==> src/codec_port_pkg.sv <==
package codec_port_pkg;
  // =====================================================================
  // host address offsets
  localparam logic [1:0] OFS_INDEX  = 2'h0;
  localparam logic [1:0] OFS_WINDOW = 2'h1;
  localparam logic [1:0] OFS_STATUS = 2'h2;
  localparam logic [1:0] OFS_PIO    = 2'h3;
  // =====================================================================
  // index_select field positions
  localparam int IDX_INIT_BIT  = 7;
  localparam int IDX_GUARD_BIT = 6;
  localparam int IDX_GATE_BIT  = 5;
  localparam int IDX_BANK_BIT  = 4;
  // =====================================================================
  // codec_status field positions
  localparam int ST_IRQ_BIT      = 0;
  localparam int ST_PREADY_BIT   = 1;
  localparam int ST_PSIDE_BIT    = 2;
  localparam int ST_PHALF_BIT    = 3;
  localparam int ST_FAULT_BIT    = 4;
  localparam int ST_CREADY_BIT   = 5;
  localparam int ST_CSIDE_BIT    = 6;
  localparam int ST_CHALF_BIT    = 7;
  // =====================================================================
  // reset values and fixed answers
  localparam logic [7:0] INDEX_RESET = 8'h40;
  localparam logic [7:0] BUSY_READ   = 8'h80;
  localparam logic [1:0] PM_SOFT_DOWN = 2'h1;
  // =====================================================================
  // indirect indices guarded by the mode-change flag
  localparam logic [4:0] IND_PLAY_FMT  = 5'h08;
  localparam logic [4:0] IND_IFACE_CFG = 5'h09;
  localparam logic [4:0] IND_CAP_FMT   = 5'h1C;
  localparam logic [7:0] IFACE_RUN_MASK = 8'h03;
  // =====================================================================
  // sample byte counts per format
  localparam logic [2:0] BYTES_MAX = 3'h4;
endpackage

==> src/codec_direct_register_port.sv <==
`timescale 1ns/1ps
// Overview of operation
// - low index bits pick the indirect register
// - fifth index bit reaches registers 16 to 31
// - gate bit blocks dma requests while irq
// - format writes need guard set; without it config writes change only the run bits
// - dac muted while mode guard is set
// - init flag reads one while codec busy
// - after init index reads 010x0000
// - index ignores writes, reads 80h when busy
// - window and pio ignore writes, read 80h when busy
// - irq flag cleared by any status write
// - irq pin follows flag only when enabled
// - play ready shows playback byte may be written
// - play side shows left or right needed
// - play half shows upper or lower needed
// - sample fault sets on overrun or underrun
// - capture ready shows fresh capture data
// - capture side shows waiting channel
// - capture half shows waiting byte
// - pio writes playback, reads capture
// - capture reads step pointer, hold last
// - playback writes step pointer, extra ignored
// - status read plus handoff restarts playback pointer
// - reserved bits zero; upper bank gated by mode
module codec_direct_register_port (
  input  wire logic       clk_sys,      // system clock
  input  wire logic       rstn,         // async reset, low
  // host bus (strobes are single-cycle, same clock)
  input  wire logic [1:0] host_addr,    // offset from base
  input  wire logic       host_rd,      // read strobe
  input  wire logic       host_wr,      // write strobe
  input  wire logic [7:0] host_wdata,   // write data
  output logic      [7:0] host_rdata,   // read data
  // indirect register file side
  output logic      [4:0] ind_addr,     // indirect index
  output logic            ind_wr,       // indirect write pulse
  output logic      [7:0] ind_wdata,    // indirect write data
  input  wire logic [7:0] ind_rdata,    // indirect read data
  // codec state inputs
  input  wire logic       init_busy,    // codec initialising
  input  wire logic [1:0] power_manage_field, // power state
  input  wire logic [1:0] compat_mode_select, // mode bits
  input  wire logic       irq_pin_gate, // pin irq enable
  input  wire logic       wide_format_play,  // 16-bit play
  input  wire logic       stereo_play,  // stereo play
  input  wire logic       adpcm_play,   // 4-byte sets
  input  wire logic       wide_format_cap,   // 16-bit capture
  input  wire logic       stereo_cap,   // stereo capture
  input  wire logic       adpcm_cap,    // 4-byte sets
  input  wire logic       codec_irq_event,   // interrupt cause
  input  wire logic       play_underrun,     // late playback
  input  wire logic       cap_overrun,       // late capture
  input  wire logic       play_dma_want,     // dma play need
  input  wire logic       cap_dma_want,      // dma capture need
  // fifo hand-off
  input  wire logic       cap_sample_valid,  // new sample pulse
  input  wire logic [31:0] cap_sample,       // sample bytes
  output logic            play_sample_valid, // sample pulse
  output logic      [31:0] play_sample,      // sample bytes
  // outputs
  output logic            play_drq,     // playback dma request
  output logic            cap_drq,      // capture dma request
  output logic            irq_out,      // irq line
  output logic            dac_mute      // dac mute
);
  // =====================================================================
  // state
  logic       mode_change_guard;  // guard flag
  logic       dma_gate_on_irq;    // request gate
  logic [4:0] index_field;        // index bits
  logic       irq_flag;           // interrupt status
  logic       sample_fault;       // sample error
  logic       busy;               // init or power down
  logic [2:0] play_ptr;           // bytes written
  logic [2:0] cap_ptr;            // bytes read
  logic       cap_fresh;          // new sample unread
  logic       status_seen;        // status read since sample
  logic       play_status_seen;   // status read after full
  logic [31:0] cap_hold;          // captured sample
  logic [31:0] play_hold;         // assembled sample
  logic [2:0] play_len;           // bytes per play sample
  logic [2:0] cap_len;            // bytes per capture sample
  logic       reg_is_guarded;     // target guarded
  // host strobe decodes
  logic       rd_index;
  logic       rd_status;
  logic       wr_window;
  logic       wr_pio;
  logic       rd_pio;
  // read path
  logic [7:0] status_byte;
  logic [7:0] next_rdata;

  // =====================================================================
  // decode
  // busy covers init and soft power-down
  assign busy      = init_busy || (power_manage_field == codec_port_pkg::PM_SOFT_DOWN);
  assign rd_index  = host_rd && (host_addr == codec_port_pkg::OFS_INDEX);
  assign rd_status = host_rd && (host_addr == codec_port_pkg::OFS_STATUS);
  assign rd_pio    = host_rd && (host_addr == codec_port_pkg::OFS_PIO) && !busy;
  assign wr_pio    = host_wr && (host_addr == codec_port_pkg::OFS_PIO) && !busy;
  assign wr_window = host_wr && (host_addr == codec_port_pkg::OFS_WINDOW) && !busy;

  // sample lengths from format: byte count is width x channels, adpcm 4
  function automatic logic [2:0] sample_len(input logic wide, input logic st,
                                            input logic ad);
    logic [2:0] n;
    n = 3'h1;
    if (ad) begin
      n = codec_port_pkg::BYTES_MAX;
    end else begin
      n = (wide ? 3'h2 : 3'h1) << st;
    end
    return n;
  endfunction
  // byte counts for each direction
  assign play_len = sample_len(wide_format_play, stereo_play, adpcm_play);
  assign cap_len  = sample_len(wide_format_cap, stereo_cap, adpcm_cap);

  // =====================================================================
  // index register: guard, gate, index
  always_ff @(posedge clk_sys or negedge rstn) begin
    if (!rstn) begin
      mode_change_guard <= 1'b1;
      dma_gate_on_irq   <= 1'b0;
      index_field       <= 5'h00;
    end else if (host_wr && host_addr == codec_port_pkg::OFS_INDEX && !busy) begin
      // bit 7 is built on read, never stored
      mode_change_guard <= host_wdata[codec_port_pkg::IDX_GUARD_BIT];
      dma_gate_on_irq   <= host_wdata[codec_port_pkg::IDX_GATE_BIT];
      index_field[3:0]  <= host_wdata[3:0];
      // upper bank only outside basic mode
      index_field[4]    <= host_wdata[codec_port_pkg::IDX_BANK_BIT]
                           && (compat_mode_select != 2'h0);
    end
  end

  // =====================================================================
  // indirect write path with mode guard
  // upper bank hidden again whenever basic mode returns
  assign ind_addr = {index_field[4] && (compat_mode_select != 2'h0),
                     index_field[3:0]};
  assign reg_is_guarded = (ind_addr == codec_port_pkg::IND_PLAY_FMT)
                       || (ind_addr == codec_port_pkg::IND_CAP_FMT);
  always_comb begin
    ind_wr    = 1'b0;
    ind_wdata = host_wdata;
    if (wr_window) begin
      if (ind_addr == codec_port_pkg::IND_IFACE_CFG && !mode_change_guard) begin
        // run bits alone may change on the fly
        ind_wr    = 1'b1;
        ind_wdata = (ind_rdata & ~codec_port_pkg::IFACE_RUN_MASK)
                  | (host_wdata & codec_port_pkg::IFACE_RUN_MASK);
      end else begin
        ind_wr = mode_change_guard || !reg_is_guarded;
      end
    end
  end

  // output muted while guard stays set
  assign dac_mute = mode_change_guard;

  // =====================================================================
  // interrupt flag: event wins over clear
  always_ff @(posedge clk_sys or negedge rstn) begin
    if (!rstn) begin
      irq_flag <= 1'b0;
    end else if (codec_irq_event) begin
      irq_flag <= 1'b1;
    end else if (host_wr && host_addr == codec_port_pkg::OFS_STATUS) begin
      irq_flag <= 1'b0;
    end
  end
  // pin shows the flag only when enabled
  assign irq_out = irq_flag && irq_pin_gate;

  // sample fault: sticky until status write
  always_ff @(posedge clk_sys or negedge rstn) begin
    if (!rstn) begin
      sample_fault <= 1'b0;
    end else if (play_underrun || cap_overrun) begin
      sample_fault <= 1'b1;
    end else if (host_wr && host_addr == codec_port_pkg::OFS_STATUS) begin
      sample_fault <= 1'b0;
    end
  end

  // dma gating
  assign play_drq = play_dma_want && !(dma_gate_on_irq && irq_flag);
  assign cap_drq  = cap_dma_want  && !(dma_gate_on_irq && irq_flag);

  // =====================================================================
  // capture byte tracker
  always_ff @(posedge clk_sys or negedge rstn) begin
    if (!rstn) begin
      cap_ptr     <= 3'h0;
      cap_fresh   <= 1'b0;
      status_seen <= 1'b0;
      cap_hold    <= '0;
    end else begin
      // remember a status read until a sample lands
      if (rd_status) begin
        status_seen <= 1'b1;
      end
      if (cap_sample_valid && (status_seen || rd_status)) begin
        // new sample restarts pointer after status read
        cap_hold    <= cap_sample;
        cap_ptr     <= 3'h0;
        cap_fresh   <= 1'b1;
        status_seen <= 1'b0;
      end else if (rd_pio) begin
        if (cap_ptr + 3'h1 < cap_len) begin
          cap_ptr <= cap_ptr + 3'h1;
        end else begin
          // spent sample: stay on the last byte
          cap_fresh <= 1'b0;
        end
      end
    end
  end

  // =====================================================================
  // playback byte tracker
  always_ff @(posedge clk_sys or negedge rstn) begin
    if (!rstn) begin
      play_ptr          <= 3'h0;
      play_hold         <= '0;
      play_sample       <= '0;
      play_sample_valid <= 1'b0;
      play_status_seen  <= 1'b0;
    end else begin
      play_sample_valid <= 1'b0;
      // writes past the last byte fall through
      if (wr_pio && play_ptr < play_len) begin
        play_hold[8*play_ptr[1:0] +: 8] <= host_wdata;
        play_ptr <= play_ptr + 3'h1;
      end
      // note a status read once the sample is full
      if (play_ptr >= play_len && rd_status) begin
        play_status_seen <= 1'b1;
      end
      if (play_status_seen) begin
        // hand the sample on and restart
        play_sample       <= play_hold;
        play_sample_valid <= 1'b1;
        play_ptr          <= 3'h0;
        play_status_seen  <= 1'b0;
      end
    end
  end

  // =====================================================================
  // status byte
  always_comb begin
    status_byte = 8'h00;
    status_byte[codec_port_pkg::ST_IRQ_BIT]    = irq_flag;
    status_byte[codec_port_pkg::ST_PREADY_BIT] = play_ptr < play_len;
    status_byte[codec_port_pkg::ST_PSIDE_BIT]  = adpcm_play ? play_ptr < 3'h2
                          : !(stereo_play && play_ptr >= (wide_format_play ? 3'h2 : 3'h1));
    status_byte[codec_port_pkg::ST_PHALF_BIT]  = adpcm_play ? play_ptr[0]
                          : (!wide_format_play || play_ptr[0]);
    status_byte[codec_port_pkg::ST_FAULT_BIT]  = sample_fault;
    status_byte[codec_port_pkg::ST_CREADY_BIT] = cap_fresh;
    status_byte[codec_port_pkg::ST_CSIDE_BIT]  = adpcm_cap ? cap_ptr < 3'h2
                          : !(stereo_cap && cap_ptr >= (wide_format_cap ? 3'h2 : 3'h1));
    status_byte[codec_port_pkg::ST_CHALF_BIT]  = adpcm_cap ? cap_ptr[0]
                          : (!wide_format_cap || cap_ptr[0]);
  end

  // =====================================================================
  // read mux, registered data
  always_comb begin
    next_rdata = codec_port_pkg::BUSY_READ;
    // busy answers 80h except for status
    unique case (host_addr)
      codec_port_pkg::OFS_INDEX: begin
        if (!busy) begin
          next_rdata = {1'b0, mode_change_guard, dma_gate_on_irq, index_field};
        end
      end
      codec_port_pkg::OFS_WINDOW: begin
        if (!busy) begin
          next_rdata = ind_rdata;
        end
      end
      codec_port_pkg::OFS_STATUS: begin
        // status stays readable while busy
        next_rdata = status_byte;
      end
      codec_port_pkg::OFS_PIO: begin
        if (!busy) begin
          next_rdata = cap_hold[8*cap_ptr[1:0] +: 8];
        end
      end
    endcase
  end

  // data flop loads only on a read strobe
  always_ff @(posedge clk_sys or negedge rstn) begin
    if (!rstn) begin
      host_rdata <= 8'h00;
    end else if (host_rd) begin
      host_rdata <= next_rdata;
    end
  end

  // =====================================================================
  // checks
  irq_gate_a: assert property (@(posedge clk_sys) disable iff (!rstn)
    irq_out |-> (irq_flag && irq_pin_gate)) else $error("irq without enable");
  drq_gate_a: assert property (@(posedge clk_sys) disable iff (!rstn)
    (dma_gate_on_irq && irq_flag) |-> !play_drq && !cap_drq)
    else $error("drq while gated");
  mute_guard_a: assert property (@(posedge clk_sys) disable iff (!rstn)
    dac_mute == mode_change_guard) else $error("mute mismatch");
  busy_read_a: assert property (@(posedge clk_sys) disable iff (!rstn)
    (host_rd && busy && host_addr != codec_port_pkg::OFS_STATUS)
    |=> host_rdata == codec_port_pkg::BUSY_READ) else $error("busy read not 80h");
  status_clear_a: assert property (@(posedge clk_sys) disable iff (!rstn)
    (host_wr && host_addr == codec_port_pkg::OFS_STATUS && !codec_irq_event)
    |=> !irq_flag) else $error("irq not cleared");
  guard_block_a: assert property (@(posedge clk_sys) disable iff (!rstn)
    (wr_window && reg_is_guarded && !mode_change_guard) |-> !ind_wr)
    else $error("guarded write passed");
  busy_wr_a: assert property (@(posedge clk_sys) disable iff (!rstn)
    (busy && host_wr) |=> $stable(index_field) && $stable(play_ptr))
    else $error("write during busy");
  play_full_a: assert property (@(posedge clk_sys) disable iff (!rstn)
    (wr_pio && play_ptr >= play_len && !play_status_seen) |=> $stable(play_hold))
    else $error("extra play byte taken");

  // =====================================================================
  // tracker and flag checks
  // event beats a same-cycle status write
  irq_set_a: assert property (@(posedge clk_sys) disable iff (!rstn)
    codec_irq_event |=> irq_flag) else $error("irq event lost");
  // a late sample always leaves a mark
  fault_set_a: assert property (@(posedge clk_sys) disable iff (!rstn)
    (play_underrun || cap_overrun) |=> sample_fault) else $error("fault lost");
  // accepted sample is fresh and starts at byte 0
  cap_restart_a: assert property (@(posedge clk_sys) disable iff (!rstn)
    (cap_sample_valid && (status_seen || rd_status))
    |=> cap_fresh && cap_ptr == 3'h0) else $error("capture restart");
  // a spent sample stalls on its last byte
  cap_last_a: assert property (@(posedge clk_sys) disable iff (!rstn)
    (rd_pio && !cap_sample_valid && cap_ptr + 3'h1 >= cap_len)
    |=> $stable(cap_ptr) && !cap_fresh) else $error("capture pointer moved");
  // each capture read short of the last byte steps one byte
  cap_step_a: assert property (@(posedge clk_sys) disable iff (!rstn)
    (rd_pio && !cap_sample_valid && cap_ptr + 3'h1 < cap_len)
    |=> cap_ptr == $past(cap_ptr) + 3'h1) else $error("capture step");
  // each accepted playback byte steps one lane
  play_step_a: assert property (@(posedge clk_sys) disable iff (!rstn)
    (wr_pio && play_ptr < play_len)
    |=> play_ptr == $past(play_ptr) + 3'h1) else $error("play step");
  // full sample leaves one cycle after the noted status read
  play_handoff_a: assert property (@(posedge clk_sys) disable iff (!rstn)
    play_status_seen |=> play_sample_valid && play_ptr == 3'h0)
    else $error("play handoff");
  // basic mode never reaches the upper bank
  upper_bank_a: assert property (@(posedge clk_sys) disable iff (!rstn)
    (compat_mode_select == 2'h0) |-> !ind_addr[4]) else $error("upper bank in basic mode");
  // without the guard only run bits of the config register move
  iface_run_a: assert property (@(posedge clk_sys) disable iff (!rstn)
    (ind_wr && ind_addr == codec_port_pkg::IND_IFACE_CFG && !mode_change_guard)
    |-> ((ind_wdata ^ ind_rdata) & ~codec_port_pkg::IFACE_RUN_MASK) == 8'h00)
    else $error("config changed without guard");
  // a guard write shows in the flag on the next cycle
  guard_set_a: assert property (@(posedge clk_sys) disable iff (!rstn)
    (host_wr && host_addr == codec_port_pkg::OFS_INDEX && !busy
     && host_wdata[codec_port_pkg::IDX_GUARD_BIT]) |=> mode_change_guard)
    else $error("guard write lost");
endmodule // codec_direct_register_port

==> config.mk <==
export PLATFORM = sky130hd
export DESIGN_NAME = codec_direct_register_port
export DESIGN_NICKNAME = d
export VERILOG_FILES = /design/src/codec_port_pkg.sv /design/src/codec_direct_register_port.sv
export SDC_FILE = /design/constraint.sdc
export NUM_CORES = 1
export LEC_CHECK = 0
export BUFFER_PORTS_ARGS = -buffer_cell sky130_fd_sc_hd__buf_2
export CORE_ASPECT_RATIO = 1.1
export CORE_UTILIZATION = 55
export DETAILED_ROUTE_END_ITERATION = 8
export PLACE_DENSITY = 0.77
export SLEW_MARGIN = 20
export SYNTH_ARGS = -nofsm -noshare
export SYNTH_HDL_FRONTEND = slang
export SYNTH_SLANG_ARGS = --single-unit
==> constraint.sdc <==
create_clock -name clk_sys -period 2.5 [get_ports clk_sys]
set_input_delay 0.25 -clock clk_sys [delete_from_list [all_inputs] [get_ports clk_sys]]
set_output_delay 0.25 -clock clk_sys [all_outputs]
set_load 0.02 [all_outputs]
==> run_results.csv <==
group,metric,value,unit
placed_design,place_congestion,0.823,
worst_setup_path,cp-start-kind,"register",
synth,synthesis.area,6080,sq um
worst_setup_path,cp_slowest_cell,"dfrtp_1",
worst_setup_path,required,2.25,ns
floorplanning,die_h,112,microns
routing,vias,4604,
clock_tree,cts_buffers,17,
clock_tree,postCtsSetupBuffers,0,
hold_path,hold_path_end,"irq_flag$_DFFE_PN0P_",
finish,seqCellArea,3080,sq um
global_route,grt_pass1_wl,23800,microns
timing,relSlewSlack,64.8,%
floorplanning,ios,131,
global_route,grt_max_degree,61,
clock_tree,cts_tree,"done",
floorplanning,die-area,11500,sq um
timing,finalClockSkew,0.00688,ns
timing,worst_pin_slew,0.522,ns
routing,dr.pass1.iters,4,
placed_design,dp_slack,-0.0228,ns
global_route,grt_pass1_vias,4795,
synth,synth_cell_types,47,
synth,ys_seq_area_share,50.7,%
routing,wl_per_cell,16.9,microns
pwr,leakage,3.63,nW
routing,vias_per_cell,5.30,
routing,detailedRoute.firstIterationViolations,236,
hold_path,holdPathStages,2,
placed_design,hpwl,10400,microns
timing,drv_slew,0,
global_route,antenna_found_initial,1,
timing,setup_viol,0,
pwr,pwr_density_cell,1050,nW/um^2
finish,drive_above_1_share,34.9,%
worst_setup_path,crit_arrival,2.13,ns
synth,yosysWarnings,0,
synth,syn_inst,570,
clock_tree,cts_num_sinks,123,
routing,drc_errors,0,
timing,setup_ws,0.125,ns
worst_setup_path,cp-end-kind,"output pin",
hold_path,worstHoldStart,"codec_irq_event",
worst_setup_path,r2r_cells,8,
worst_setup_path,path_max_fanout,6,
timing,hold_viol,0,
pwr,p_total,8.00,mW
run_status,status,"finished clean",
hold_path,hp-class,"in2reg",
worst_setup_path,cp_cell_sequence,"nand2b_1 > nor4_4 > mux2_2 > buf_2",
worst_setup_path,worstReg2RegEnd,"play_hold[30]$_DFFE_PN0P_",
finish,fill_cells,778,
synth,synth_edf_count,0,
floorplanning,initial_core_util,57.4,%
pwr,ir_drop,0.477,mV
synth,yosys_most_used_dff,"dfrtp_1",
worst_setup_path,r2r_slack,0.15,ns
floorplanning,core,10600,sq um
floorplanning,rows,39,
clock_tree,insertion_delay,0.42,ns
timing,tns,0,ns
routing,routed_wirelength,14600,microns
synth,synth_seq_cells,123,
timing,max_freq,0.421,GHz
worst_setup_path,max_stage_delay,0.46,ns
clock_tree,cts-htree-levels,4,
synth,synth_area_per_cell,10.7,sq um
finish,multiInputGateArea,2630,sq um
finish,area_delta_synth_final,25.3,%
worst_setup_path,r2r_start,"play_ptr[2]$_DFFE_PN0P_",
timing,finalCriticalPeriod,2.38,ns
timing,hold_ws,0.0144,ns
synth,async_flop_share,100,%
clock_tree,path_clk_slew,0.06,ns
placed_design,numPortBuffers,130,
routing,ant_nets,0,
finish,nNetsFinal,806,
timing,fin_crit_sh,95.0,%
synth,synthesis.nets,664,
timing,rsz0062_at_grt,"no",
worst_setup_path,crit_type,"reg2out",
clock_tree,cts_buffer_depth,2,
global_route,grtUsageTotal,27.8,%
global_route,grt.overflow.total,0,
finish,antenna_cells,0,
floorplanning,die_w,102,microns
clock_tree,cts-root-buf,"clkbuf_16",
flow_run,drv_cap,0,
## cell families after synthesis
kind of cell,synth area share [%]
XOR/XNOR,0.577
flip-flops,50.7
AO/OA/AOI/OAI,5.64
multiplexers,18.3
adder cells (fa/ha/maj),4.53
AND/OR/NAND/NOR,14.1
buffers and inverters,6.16
## layer usage
layer	track usage, %	share of wire, %	vias up
met5	0	0	-
met2	47.0	50	157
met4	12.6	2.9	0
li1	-	-	2176
met1	33.1	41	2236
met3	6.91	5.6	35
## cell type report
type,instances,area share (%)
repair buffers,155,12.1
multi-input cells,367,34.5
flip-flops and latches,123,40.5
clock inverters,11,2.20
clock buffers,21,6.05
well taps,143,2.35
inverters,48,2.37
## report_power, final
part	internal [mW]	switching, mW
combinational	1.04	1.35
sequential	2.63	0.377
clock	1.72	0.884
total	5.38	2.62
## cell usage in the layout, fill, tap and decap left out, types with 4 or more instances in the layout
master | Yosys | final
o21ai_0 | 19 | 19
nand2b_1 | 7 | 7
ha_1 | 22 | 22
mux4_2 | 8 | 8
dfrtp_1 | 122 | 122
inv_1 | 48 | 48
nor2_1 | 15 | 15
a21oi_1 | 11 | 11
nand2_1 | 140 | 140
buf_12 | 0 | 6
and2_1 | 5 | 5
nor2b_1 | 5 | 4
clkbuf_16 | 0 | 17
buf_2 | 6 | 129
mux2_2 | 51 | 51
bufinv_16 | 0 | 4
mux2i_1 | 36 | 36
buf_4 | 7 | 18
## cell usage after synthesis, types with 4 or more instances
cell | count | share of area, %
ha_1 | 22 | 4.5
clkbuf_1 | 13 | 0.80
mux2_2 | 51 | 9.5
inv_1 | 48 | 3.0
mux4_2 | 8 | 3.0
buf_6 | 4 | 0.74
nand2b_1 | 7 | 0.72
nand2_1 | 140 | 8.6
buf_2 | 6 | 0.49
dfrtp_1 | 122 | 50
nor2_1 | 15 | 0.93
and2_1 | 5 | 0.51
nor2b_1 | 5 | 0.51
o21ai_0 | 19 | 1.6
mux2i_1 | 36 | 5.9
buf_4 | 7 | 0.86
a21oi_1 | 11 | 0.91
## per-stage QoR
stage	std cells	instance area (sq um)	utilization, %
6_report	868	7610	71.9
5_1_grt	868	7610	71.9
4_1_cts	868	7610	71.9
3_5_place_dp	834	6960	65.8
3_3_place_gp	834	6960	65.8
2_1_floorplan	570	6080	-
## how the worst max path moves through the flow
stage                                from                   endpoint  slack (ns)  depth (start not counted)
2_1_floorplan            wide_format_play   play_hold[0]$_DFFE_PN0P_        0.44                         10
3_3_place_gp             wide_format_play   play_hold[4]$_DFFE_PN0P_        0.10                         12
3_5_place_dp             wide_format_play   play_hold[2]$_DFFE_PN0P_       -0.02                         12
4_1_cts        index_field[2]$_DFFE_PN0P_               ind_wdata[2]        0.12                          4
5_1_grt           play_ptr[2]$_DFFE_PN0P_  play_hold[30]$_DFFE_PN0P_       0.009                          8
6_report       index_field[2]$_DFFE_PN0P_               ind_wdata[2]        0.12                          4
## worst max-delay path, delay by kind of cell, from the launching register on
family,cells,cell delay (ns)
buffers and inverters,1,0.17
flip-flops,1,0.46
multiplexers,1,0.42
AND/OR/NAND/NOR,2,0.66
## sequential cells by signal, summed over array words and instances, names as in the netlist
| name | cells |
|---|---|
| play_hold | 32 |
| dma_gate_on_irq | 1 |
| irq_flag | 1 |
| cap_ptr | 3 |
| dac_mute | 1 |
| status_seen | 1 |
| cap_fresh | 1 |
| cap_hold | 32 |
| play_ptr | 3 |
| sample_fault | 1 |
| play_status_seen | 1 |
| play_sample_valid | 1 |
| play_sample | 32 |
| host_rdata | 8 |
| index_field | 5 |
## what timing repair did
action | 4_1_cts | 5_1_grt
hold endpoints to repair | 37 | 0
hold buffers | 2 | 0
resized for setup | 0 | 0
(Power assumes the default switching activity.)
